`config.mk`:
```
export PLATFORM = sky130hd
export DESIGN_NAME = mpio_channel
export DESIGN_NICKNAME = d
export VERILOG_FILES = /design/src/rtl/mpio_pkg.sv /design/src/rtl/mpio_channel.sv
export SDC_FILE = /design/constraint.sdc
export NUM_CORES = 1
export LEC_CHECK = 0
export BUFFER_PORTS_ARGS = -buffer_cell sky130_fd_sc_hd__clkbuf_2
export CORE_ASPECT_RATIO = 0.9
export CORE_UTILIZATION = 27
export DETAILED_ROUTE_END_ITERATION = 10
export PLACE_DENSITY_LB_ADDON = 0.12
export SETUP_SLACK_MARGIN = 0.4
export SLEW_MARGIN = 20
export SYNTH_ARGS = -nofsm -noshare
export SYNTH_HDL_FRONTEND = slang
export SYNTH_SLANG_ARGS = --single-unit
```
`constraint.sdc`:
```
create_clock -name core_clk -period 1.6 [get_ports core_clk]
set_input_delay 0.08 -clock core_clk [delete_from_list [all_inputs] [get_ports core_clk]]
set_output_delay 0.08 -clock core_clk [all_outputs]
set_load 0.01 [all_outputs]
```
`src/rtl/mpio_pkg.sv`:
```
package mpio_pkg;

   // Register port geometry
   localparam int ADDR_W = 4;
   localparam int DATA_W = 8;

   // Register offsets
   localparam logic [3:0] OFS_VALUE    = 4'h0;
   localparam logic [3:0] OFS_EDGE_ONE = 4'h1;
   localparam logic [3:0] OFS_EDGE_TWO = 4'h2;
   localparam logic [3:0] OFS_CHANGE   = 4'h3;
   localparam logic [3:0] OFS_CHAR_ONE = 4'h4;
   localparam logic [3:0] OFS_CHAR_TWO = 4'h5;
   localparam logic [3:0] OFS_COMMAND  = 4'h6;
   localparam logic [3:0] OFS_EOS      = 4'h7;
   localparam logic [3:0] OFS_CONTROL  = 4'h8;
   localparam logic [3:0] OFS_STATUS   = 4'h9;

   // Value register fields
   localparam int VAL_RTS = 0;
   localparam int VAL_DTR = 1;
   localparam int VAL_IN_LSB = 2;

   // Input index within the three-bit input groups
   localparam int IN_CTS = 0;
   localparam int IN_DSR = 1;
   localparam int IN_CD  = 2;
   localparam int IN_W   = 3;

   // Option register two fields
   localparam int OPT_LOCAL  = 0;
   localparam int OPT_REMOTE = 1;
   localparam int OPT_TXFLOW = 2;
   localparam int OPT_RXFLOW = 3;

   // Option register one: bits 1:0 give character length 5..8
   localparam int LEN_LSB = 0;

   // Command, control and status fields
   localparam int CMD_OPT_CHANGED = 0;
   localparam int CTL_REQ_EN      = 0;
   localparam int CTL_TEST_PASS   = 1;
   localparam int CTL_TEST_DONE   = 2;

   // Reset values
   localparam logic [7:0] RST_VALUE    = 8'h00;
   localparam logic [7:0] RST_CHAR_ONE = 8'h03;
   localparam logic [7:0] RST_CHAR_TWO = 8'h00;

   // Change scan timing
   localparam int SCAN_PERIOD_NS = 2000000;
   localparam int CLK_PERIOD_NS  = 4;
   localparam int SCAN_CYCLES    = SCAN_PERIOD_NS / CLK_PERIOD_NS;
   localparam int SCAN_W         = 20;

   // Self-test walks one bit across the data path
   localparam int TEST_STEPS = 8;
   localparam logic [3:0] TEST_LAST = 4'h7;

   typedef enum logic [1:0]
   {
      MPIO_TEST  = 2'b00,
      MPIO_CHECK = 2'b01,
      MPIO_DONE  = 2'b11
   } mpio_test_t;

endpackage

```
`src/rtl/mpio_channel.sv`:
```
// Notes on behaviour
// (RL1) Four modem pins per channel, each a modem line or general-purpose I/O.
// (RL2) Send-request/clear pins serve transmitter; terminal/set-ready pins serve receiver.
// (RL3) Transmit flow on: block drives send-request itself, senses clear-to-send.
// (RL4) Clear-to-send checked when FIFO char moves into holding register.
// (RL5) Receive flow on: terminal-ready negated at FIFO threshold; host may re-assert.
// (RL6) Host drives outputs and reads inputs directly through the value register.
// (RL7) Select input chooses terminal-ready pin as output or carrier-detect input.
// (RL8) Inverted sense: written one drives pin low, low input reads one.
// (RL9) Each input's falling and rising detection enabled by two option registers.
// (RL10) Enabled edge sets change flag; with enable set, request output goes low.
// (RL11) Host clears change flags before writing end-of-service register.
// (RL12) Inputs sampled periodically and compared to stored sample, about 2 ms.
// (RL13) Inputs not latched; short pulses may be missed.
// (RL14) Local loop takes effect on option-changed command; transmit feeds receive.
// (RL15) During local loop the transmit pin rests at mark, logic one.
// (RL16) During local loop the modem pins keep working normally.
// (RL17) Remote loop echoes received characters back, none delivered to host.
// (RL18) Echoed characters are stripped and resent with option-one framing.
// (RL19) Remote loop transmitter keeps its own baud rate.
// (RL20) Remote loop bypasses FIFOs: receive holding goes to transmit holding.
// (RL21) Host should set transmit rate at or above receive rate in remote loop.
// (RL22) Basic self-test runs after every reset.
// (RL23) Modem inputs pass two flip-flops before sampling or comparison.
`timescale 1ns/100ps

module mpio_channel
#(
   parameter int SCAN_CYCLES = mpio_pkg::SCAN_CYCLES
)
(
   // Clock and reset
   input  wire logic       core_clk,
   input  wire logic       rst_n,
   // Register port
   input  wire logic [3:0] regAddr,
   input  wire logic [7:0] regWrData,
   input  wire logic       regWr,
   input  wire logic       regRd,
   output logic      [7:0] regRdData,
   // Modem pins, active low on the wire
   output logic            sendRequestPin_n,
   input  wire logic       clearToSendPin_n,
   input  wire logic       termReadyPinIn_n,
   output logic            termReadyPinOut_n,
   output logic            termReadyPinOe_n,
   input  wire logic       setReadyPin_n,
   input  wire logic       carrierPin_n,
   input  wire logic       terminal_ready_pin_select,
   output logic            modem_request_n,
   // Serial pins and bit engines
   output logic            txdPin,
   input  wire logic       rxdPin,
   input  wire logic       txdEngine,
   output logic            rxdEngine,
   // Transmit character path
   input  wire logic       txFifoValid,
   input  wire logic [7:0] txFifoData,
   output logic            txFifoPop,
   output logic            txHoldValid,
   output logic      [7:0] txHoldData,
   input  wire logic       txShiftTake,
   // Receive character path
   input  wire logic       rxHoldValid,
   input  wire logic [7:0] rxHoldData,
   output logic            rxHoldTake,
   output logic            rxFifoPush,
   output logic      [7:0] rxFifoData,
   input  wire logic       rxFifoReady,
   input  wire logic       rxFifoAtThreshold
);

   typedef struct packed {
      logic [2:0]              syncA;
      logic [2:0]              syncB;
      logic [2:0]              sample;
      logic [mpio_pkg::SCAN_W-1:0] scanCnt;
      logic [2:0]              fallEn;
      logic [2:0]              riseEn;
      logic [2:0]              change;
      logic                    sendReq;
      logic                    termReady;
      logic [7:0]              charOne;
      logic [7:0]              charTwo;
      logic [3:0]              activeTwo;
      logic                    reqEn;
      logic                    thrPrev;
      logic                    holdValid;
      logic [7:0]              holdData;
      logic [7:0]              rdData;
      mpio_pkg::mpio_test_t    testState;
      logic [3:0]              testCnt;
      logic [7:0]              testWalk;
      logic                    testPass;
   } mpio_state_t;

   mpio_state_t st_q;
   mpio_state_t st_d;

   // Mask a character to the length held in option register one
   function automatic logic [7:0] mpio_len_mask(input logic [7:0] ch, input logic [1:0] code);
      logic [7:0] m;
      m = 8'hFF >> (3'(2'h3 - code));
      return ch & m;
   endfunction

   // Pin level to register sense, and back
   function automatic logic mpio_sense(input logic pinLevel);
      return ~pinLevel; // RL8
   endfunction

   logic       localLoop;
   logic       remoteLoop;
   logic       txFlow;
   logic       rxFlow;
   logic [2:0] rawIn;
   logic [2:0] inNow;
   logic       ctsOn;
   logic       termIsOut;
   logic       scanTick;
   logic [2:0] fallSeen;
   logic [2:0] riseSeen;
   logic       holdLoad;
   logic       fifoLoad;
   logic       echoLoad;

   always_comb
   begin
      localLoop  = st_q.activeTwo[mpio_pkg::OPT_LOCAL];
      remoteLoop = st_q.charTwo[mpio_pkg::OPT_REMOTE];
      txFlow     = st_q.activeTwo[mpio_pkg::OPT_TXFLOW];
      rxFlow     = st_q.activeTwo[mpio_pkg::OPT_RXFLOW];
      termIsOut  = terminal_ready_pin_select; // RL7
      rawIn[mpio_pkg::IN_CTS] = clearToSendPin_n;
      rawIn[mpio_pkg::IN_DSR] = setReadyPin_n;
      rawIn[mpio_pkg::IN_CD]  = termIsOut ? carrierPin_n : termReadyPinIn_n; // RL7
      inNow[mpio_pkg::IN_CTS] = mpio_sense(st_q.syncB[mpio_pkg::IN_CTS]);
      inNow[mpio_pkg::IN_DSR] = mpio_sense(st_q.syncB[mpio_pkg::IN_DSR]);
      inNow[mpio_pkg::IN_CD]  = mpio_sense(st_q.syncB[mpio_pkg::IN_CD]);
      ctsOn    = inNow[mpio_pkg::IN_CTS];
      scanTick = (st_q.scanCnt == mpio_pkg::SCAN_W'(SCAN_CYCLES - 1));
      // Off-to-on and on-to-off against the stored sample
      riseSeen = scanTick ? (inNow & ~st_q.sample & st_q.riseEn) : 3'h0; // RL9 RL12
      fallSeen = scanTick ? (~inNow & st_q.sample & st_q.fallEn) : 3'h0; // RL9 RL12
      // The holding register only refills when empty or being emptied
      holdLoad = ~st_q.holdValid | txShiftTake;
      echoLoad = remoteLoop & rxHoldValid & holdLoad; // RL20 RL19
      // Clear-to-send is looked at now, not when the shifter loads
      fifoLoad = ~remoteLoop & txFifoValid & holdLoad & (~txFlow | ctsOn); // RL4 RL3
   end

   // Serial path
   always_comb
   begin
      txdPin    = localLoop ? 1'b1 : txdEngine; // RL15
      rxdEngine = localLoop ? txdEngine : rxdPin; // RL14
   end

   // Character handshakes
   always_comb
   begin
      txFifoPop   = fifoLoad;
      txHoldValid = st_q.holdValid;
      txHoldData  = st_q.holdData;
      rxFifoData  = rxHoldData;
      rxFifoPush  = rxHoldValid & ~remoteLoop; // RL17
      rxHoldTake  = remoteLoop ? echoLoad : (rxHoldValid & rxFifoReady); // RL20
   end

   always_comb
   begin
      st_d = st_q;
      // Two-stage input synchroniser; only syncB is ever looked at
      st_d.syncA = rawIn; // RL23
      st_d.syncB = st_q.syncA; // RL23
      // Periodic scan: a level that comes and goes between ticks is not seen
      st_d.scanCnt = scanTick ? '0 : st_q.scanCnt + mpio_pkg::SCAN_W'(1); // RL12 RL13
      if (scanTick)
      begin
         st_d.sample = inNow; // RL12
      end

      // Transmit holding register
      if (txShiftTake)
      begin
         st_d.holdValid = 1'b0;
      end
      if (fifoLoad)
      begin
         st_d.holdValid = 1'b1;
         st_d.holdData  = txFifoData;
      end
      if (echoLoad)
      begin
         st_d.holdValid = 1'b1;
         st_d.holdData  = mpio_len_mask(rxHoldData, st_q.charOne[mpio_pkg::LEN_LSB +: 2]); // RL18
      end

      // Automatic send-request follows pending transmit data
      if (txFlow)
      begin
         st_d.sendReq = txFifoValid | st_q.holdValid; // RL3 RL2
      end

      // Receive flow drops terminal-ready on reaching threshold
      st_d.thrPrev = rxFifoAtThreshold;
      if (rxFlow && rxFifoAtThreshold && !st_q.thrPrev)
      begin
         st_d.termReady = 1'b0; // RL5 RL2
      end

      // Register writes
      st_d.rdData = 8'h00;
      if (regWr)
      begin
         case (regAddr)
            mpio_pkg::OFS_VALUE:
            begin
               st_d.sendReq   = regWrData[mpio_pkg::VAL_RTS]; // RL6
               st_d.termReady = regWrData[mpio_pkg::VAL_DTR]; // RL6 RL5
            end
            mpio_pkg::OFS_EDGE_ONE: st_d.fallEn = regWrData[2:0]; // RL9
            mpio_pkg::OFS_EDGE_TWO: st_d.riseEn = regWrData[2:0]; // RL9
            mpio_pkg::OFS_CHANGE:   st_d.change = st_q.change & ~regWrData[2:0];
            mpio_pkg::OFS_CHAR_ONE: st_d.charOne = regWrData;
            mpio_pkg::OFS_CHAR_TWO: st_d.charTwo = regWrData;
            mpio_pkg::OFS_COMMAND:
            begin
               if (regWrData[mpio_pkg::CMD_OPT_CHANGED])
               begin
                  st_d.activeTwo = st_q.charTwo[3:0]; // RL14
               end
            end
            mpio_pkg::OFS_CONTROL:  st_d.reqEn = regWrData[mpio_pkg::CTL_REQ_EN];
            default:
            begin
               st_d.activeTwo = st_d.activeTwo;
            end
         endcase
      end
      // Hardware set wins over a clear in the same cycle
      st_d.change = st_d.change | riseSeen | fallSeen; // RL10

      // Register reads, data in the next cycle
      if (regRd)
      begin
         case (regAddr)
            mpio_pkg::OFS_VALUE:
            begin
               st_d.rdData[mpio_pkg::VAL_RTS] = st_q.sendReq;
               st_d.rdData[mpio_pkg::VAL_DTR] = st_q.termReady;
               st_d.rdData[mpio_pkg::VAL_IN_LSB +: 3] = inNow; // RL6 RL8
            end
            mpio_pkg::OFS_EDGE_ONE: st_d.rdData = {5'h00, st_q.fallEn};
            mpio_pkg::OFS_EDGE_TWO: st_d.rdData = {5'h00, st_q.riseEn};
            mpio_pkg::OFS_CHANGE:   st_d.rdData = {5'h00, st_q.change};
            mpio_pkg::OFS_CHAR_ONE: st_d.rdData = st_q.charOne;
            mpio_pkg::OFS_CHAR_TWO: st_d.rdData = st_q.charTwo;
            mpio_pkg::OFS_CONTROL:
            begin
               st_d.rdData[mpio_pkg::CTL_REQ_EN]    = st_q.reqEn;
               st_d.rdData[mpio_pkg::CTL_TEST_PASS] = st_q.testPass;
               st_d.rdData[mpio_pkg::CTL_TEST_DONE] = (st_q.testState == mpio_pkg::MPIO_DONE);
            end
            mpio_pkg::OFS_STATUS:   st_d.rdData = {4'h0, st_q.activeTwo};
            default:                st_d.rdData = 8'h00;
         endcase
      end

      // Self-test: walk a one through the sense inversion path twice
      case (st_q.testState)
         mpio_pkg::MPIO_TEST:
         begin
            st_d.testWalk  = 8'h01;
            st_d.testCnt   = 4'h0;
            st_d.testPass  = 1'b1;
            st_d.testState = mpio_pkg::MPIO_CHECK; // RL22
         end
         mpio_pkg::MPIO_CHECK:
         begin
            if (mpio_sense(mpio_sense(st_q.testWalk[st_q.testCnt[2:0]])) != 1'b1)
            begin
               st_d.testPass = 1'b0; // RL22
            end
            st_d.testWalk = {st_q.testWalk[6:0], st_q.testWalk[7]};
            st_d.testCnt  = st_q.testCnt + 4'h1;
            if (st_q.testCnt == mpio_pkg::TEST_LAST)
            begin
               st_d.testState = mpio_pkg::MPIO_DONE;
            end
         end
         mpio_pkg::MPIO_DONE:
         begin
            st_d.testState = mpio_pkg::MPIO_DONE;
         end
         default:
         begin
            st_d.testState = mpio_pkg::MPIO_TEST;
         end
      endcase
   end

   // Pin drive; the terminal-ready pin only drives when selected as output
   always_comb
   begin
      sendRequestPin_n  = ~st_q.sendReq; // RL8 RL1
      termReadyPinOut_n = ~st_q.termReady; // RL8 RL1
      termReadyPinOe_n  = ~termIsOut; // RL7 RL16
      modem_request_n   = ~(st_q.reqEn & (|st_q.change)); // RL10
      regRdData         = st_q.rdData;
   end

   always_ff @(posedge core_clk)
   begin
      if (!rst_n)
      begin
         st_q           <= '0;
         st_q.syncA     <= 3'h7;
         st_q.syncB     <= 3'h7;
         st_q.sendReq   <= mpio_pkg::RST_VALUE[mpio_pkg::VAL_RTS];
         st_q.termReady <= mpio_pkg::RST_VALUE[mpio_pkg::VAL_DTR];
         st_q.charOne   <= mpio_pkg::RST_CHAR_ONE;
         st_q.charTwo   <= mpio_pkg::RST_CHAR_TWO;
         st_q.activeTwo <= mpio_pkg::RST_CHAR_TWO[3:0];
         st_q.testState <= mpio_pkg::MPIO_TEST;
      end
      else
      begin
         st_q <= st_d;
      end
   end

endmodule // mpio_channel

```
==> qor.log <==
qor: status.run_status complete, but fails checks
qor: status.failed_checks negative setup slack
qor: sta.hold_viol 0
qor: clock_tree.cts_max_level 3
qor: routing.postRouteAntennaNets 0
qor: clock_tree.cts_tree built
qor: logic_synthesis.mean_instance_size_in_the_synthesized_netlist 8.75 µm²
qor: clock_tree.clock_insertion_delay_worst_skew 0.35 ns
qor: global_routing.first_pass_grt_wire_length 17.8 mm
qor: placement.io_buffer_count 77
qor: logic_synthesis.sequential_to_total_area_share_from_yosys_stat 0.429
qor: routing.met2WireLength 5.07 mm
qor: clock_tree.worst_setup_hold_path_clk_slew 0.07 ns
qor: sta.timing.final.max_slew_violations 0
qor: placement.detailed_placement_wirelength_estimate 8.01 mm
qor: logic_synthesis.synth.largest_area_cell dfxtp_1
qor: logic_synthesis.postSynth.topFlopCell dfxtp_1
qor: floorplan.die-area 16,800 µm²
qor: logic_synthesis.async_flop_share 0
qor: floorplan.initial_utilization 0.280
qor: logic_synthesis.syn-num-nets 547
qor: logic_synthesis.synth_enable_flop_cells 0
qor: logic_synthesis.synthCells 501
qor: placement.place_worst_setup_slack -0.204 ns
qor: worst_setup_path.timing.critical_path.arrival 1.99 ns
qor: routing.routedWlPerCell 13.5 µm
qor: sta.worst_slew_margin_rel 0.666
qor: logic_synthesis.synthesis_warning_total 0
qor: worst_setup_path.worst-endpoint-required 1.84 ns
qor: routing.drc 0
qor: cells_and_area.postLayoutCoreUtil 0.375
qor: global_routing.largest_net_degree_at_the_start_of_global_routing 57
qor: worst_setup_path.timing_worst_setup_path_type flip-flop to flip-flop
qor: worst_setup_path.critPathLaunchType flip-flop
qor: global_routing.grt-ovfl-total 0
qor: sta.rsz0062_at_grt true
qor: placement.placer_s_final_routability_congestion_estimate 0.779
qor: sta.timing.final.crit_period 1.75 ns
qor: sta.max_freq 0.573 GHz
qor: global_routing.first_global_vias 3,503
qor: floorplan.core 15,700 µm²
qor: sta.worst_slew_pin_slew 0.501 ns
qor: power_and_ir_drop.leakage 2.33 nW
qor: cells_and_area.number_of_antenna_diodes 0
qor: routing.postRouteWirelength 11.0 mm
qor: power_and_ir_drop.power-per-cell-area 874 nW/µm²
qor: clock_tree.numClockSinks 94
qor: global_routing.antenna_violations_before_repair 0
qor: sta.setup_total_negative_slack -2.90 ns
qor: sta.setup_violations 25
qor: worst_setup_path.crit_path_end_kind flip-flop
qor: logic_synthesis.ys_seq_elements 94
qor: routing.vias 3,727
qor: sta.layout_worst_path_cycle_share 1.09
qor: power_and_ir_drop.max-vdd-ir-drop 0.598 mV
qor: global_routing.groute.usage.overall 0.140
qor: sta.finalWorstSetupSlack -0.147 ns
qor: floorplan.die-width 136 µm
qor: logic_synthesis.largest_cells_by_area_after_synthesis dfxtp_1 43%, mux2i_1 6.4%, nand2_1 4.8%
qor: cells_and_area.drive_above_1_share 0.337
qor: cells_and_area.area_growth 33.8%
qor: floorplan.ioPinCount 78
qor: logic_synthesis.synth_cell_type_count 49
qor: routing.viasPerCell 4.58
qor: cells_and_area.most-common-layout-cells 84 x dfxtp_1, 72 x clkbuf_2, 50 x nand2_1
qor: min_path.holdCritPathClass input pin to flip-flop
qor: job.cap_violations 0
qor: clock_tree.cts.path.max_buffers 2
qor: worst_setup_path.worstPathMaxFanout 9
qor: routing.m1WireLength 5.35 mm
qor: logic_synthesis.summed_instance_area_of_the_synthesized_netlist 4390 µm²
qor: clock_tree.clock-root-buffer clkbuf_16
qor: cells_and_area.mostFrequentLayoutCell dfxtp_1
qor: cells_and_area.final_net_count 653
qor: floorplan.die_ht 123 µm
qor: sta.clock-skew-final 0.00727 ns
qor: routing.met3WireLength 434 µm
qor: routing.top_layer_used met4
qor: clock_tree.tritoncts.num_buffers 9
qor: routing.drt_first_iter_violations 161
qor: logic_synthesis.synthDominantCellAreaShare 0.429
qor: routing.first_pass_iteration_count_of_the_detailed_router 4
qor: floorplan.std_cell_rows 43
[where the power goes]
group / switching, mW / internal (mW) / leakage (nW)
Clock: 0.920 / 1.30 / 0.152
Sequential: 0.0357 / 2.38 / 0.767
Combinational: 0.247 / 0.245 / 1.41
[through the flow]
step	area, µm²	std cells	power [mW]	hold WS, ns
3_5_place_dp	5080	772	2.88	0.266
5_1_grt	5870	814	5.36	0.00123
3_3_place_gp	5080	772	2.88	0.270
4_1_cts	5720	810	5.20	0.00507
6_report	5870	814	5.13	0.0103
2_1_floorplan	4430	501	2.72	0.181
[synth_stat cells (all sizes together), types with 2 or more instances]
cell type  number
a21boi         20
a21oi          12
a22oi           8
a31oi           5
a32oi           2
and2           11
and3           11
buf            32
clkbuf         21
dfxtp          94
ha              2
inv             9
mux2            2
mux2i          28
mux4            2
nand2          57
nand2b          8
nand3          28
nand3b          2
nand4          12
nor2           40
nor2b          26
nor3            6
nor4            6
o211ai          3
o21a            5
o21ai          16
o32a            2
xnor2           6
xor2           12
[registers in the layout (all words and copies together), names as in the netlist]
name	flops
st_q	71
regRdData	8
txHoldData	8
st_d	3
localLoop	1
remoteLoop	1
rxFlow	1
txHoldValid	1
[final timing paths]
path	startpoint	end	slack [ns]	cells past startpoint
setup / recovery	st_q[74]	st_q[81]	-0.15	5
hold / removal	rxHoldData[7]	txHoldData[7]	0.01	3
setup reg to reg	st_q[74]	st_q[81]	-0.15	5
hold reg to reg	st_d[89]	st_q[89]	0.41	1
[repair_timing]
item,CTS,global route
pin swaps,20,9
cloned,1,0
hold buffers,10,0
endpoints found under the setup margin,41,53
hold endpoints to repair,10,0
setup buffers,11,4
resized for setup,45,35
[worst max-delay path, stage by stage (launching register included)]
cell and delay [ns]:
dfxtp_2 0.32, or4b_4 0.53, or4_4 0.45, buf_8 0.17
nand2_4 0.12, nor2_1 0.06
[final cells by class]
class,instances,area (µm²)
Tap cell,202,253
Sequential cell,94,1900
Clock inverter,5,56.3
Multi-Input combinational cell,346,2360
Clock buffer,11,253
Inverter,9,33.8
Fill cell,1587,9790
Timing Repair Buffer,147,1010
[routing by layer]
metal  GRT usage  vias up
met2       0.226       66
met3      0.0349        8
met4      0.0563        0
li1            -     1931
met1       0.179     1722
met5           0        -
[cells by family after synthesis]
| family | Yosys count | share of synthesized area |
|---|---|---|
| and+or+nand+nor | 212 | 0.246 |
| adders and majority gates | 2 | 0.00571 |
| DFF | 94 | 0.429 |
| buffers and inverters | 62 | 0.0796 |
| xor gates and xnor gates | 18 | 0.0359 |
| AOI/OAI and AO/OA | 81 | 0.124 |
| muxes | 32 | 0.0793 |
No activity file was read; power rests on OpenSTA's default activity.
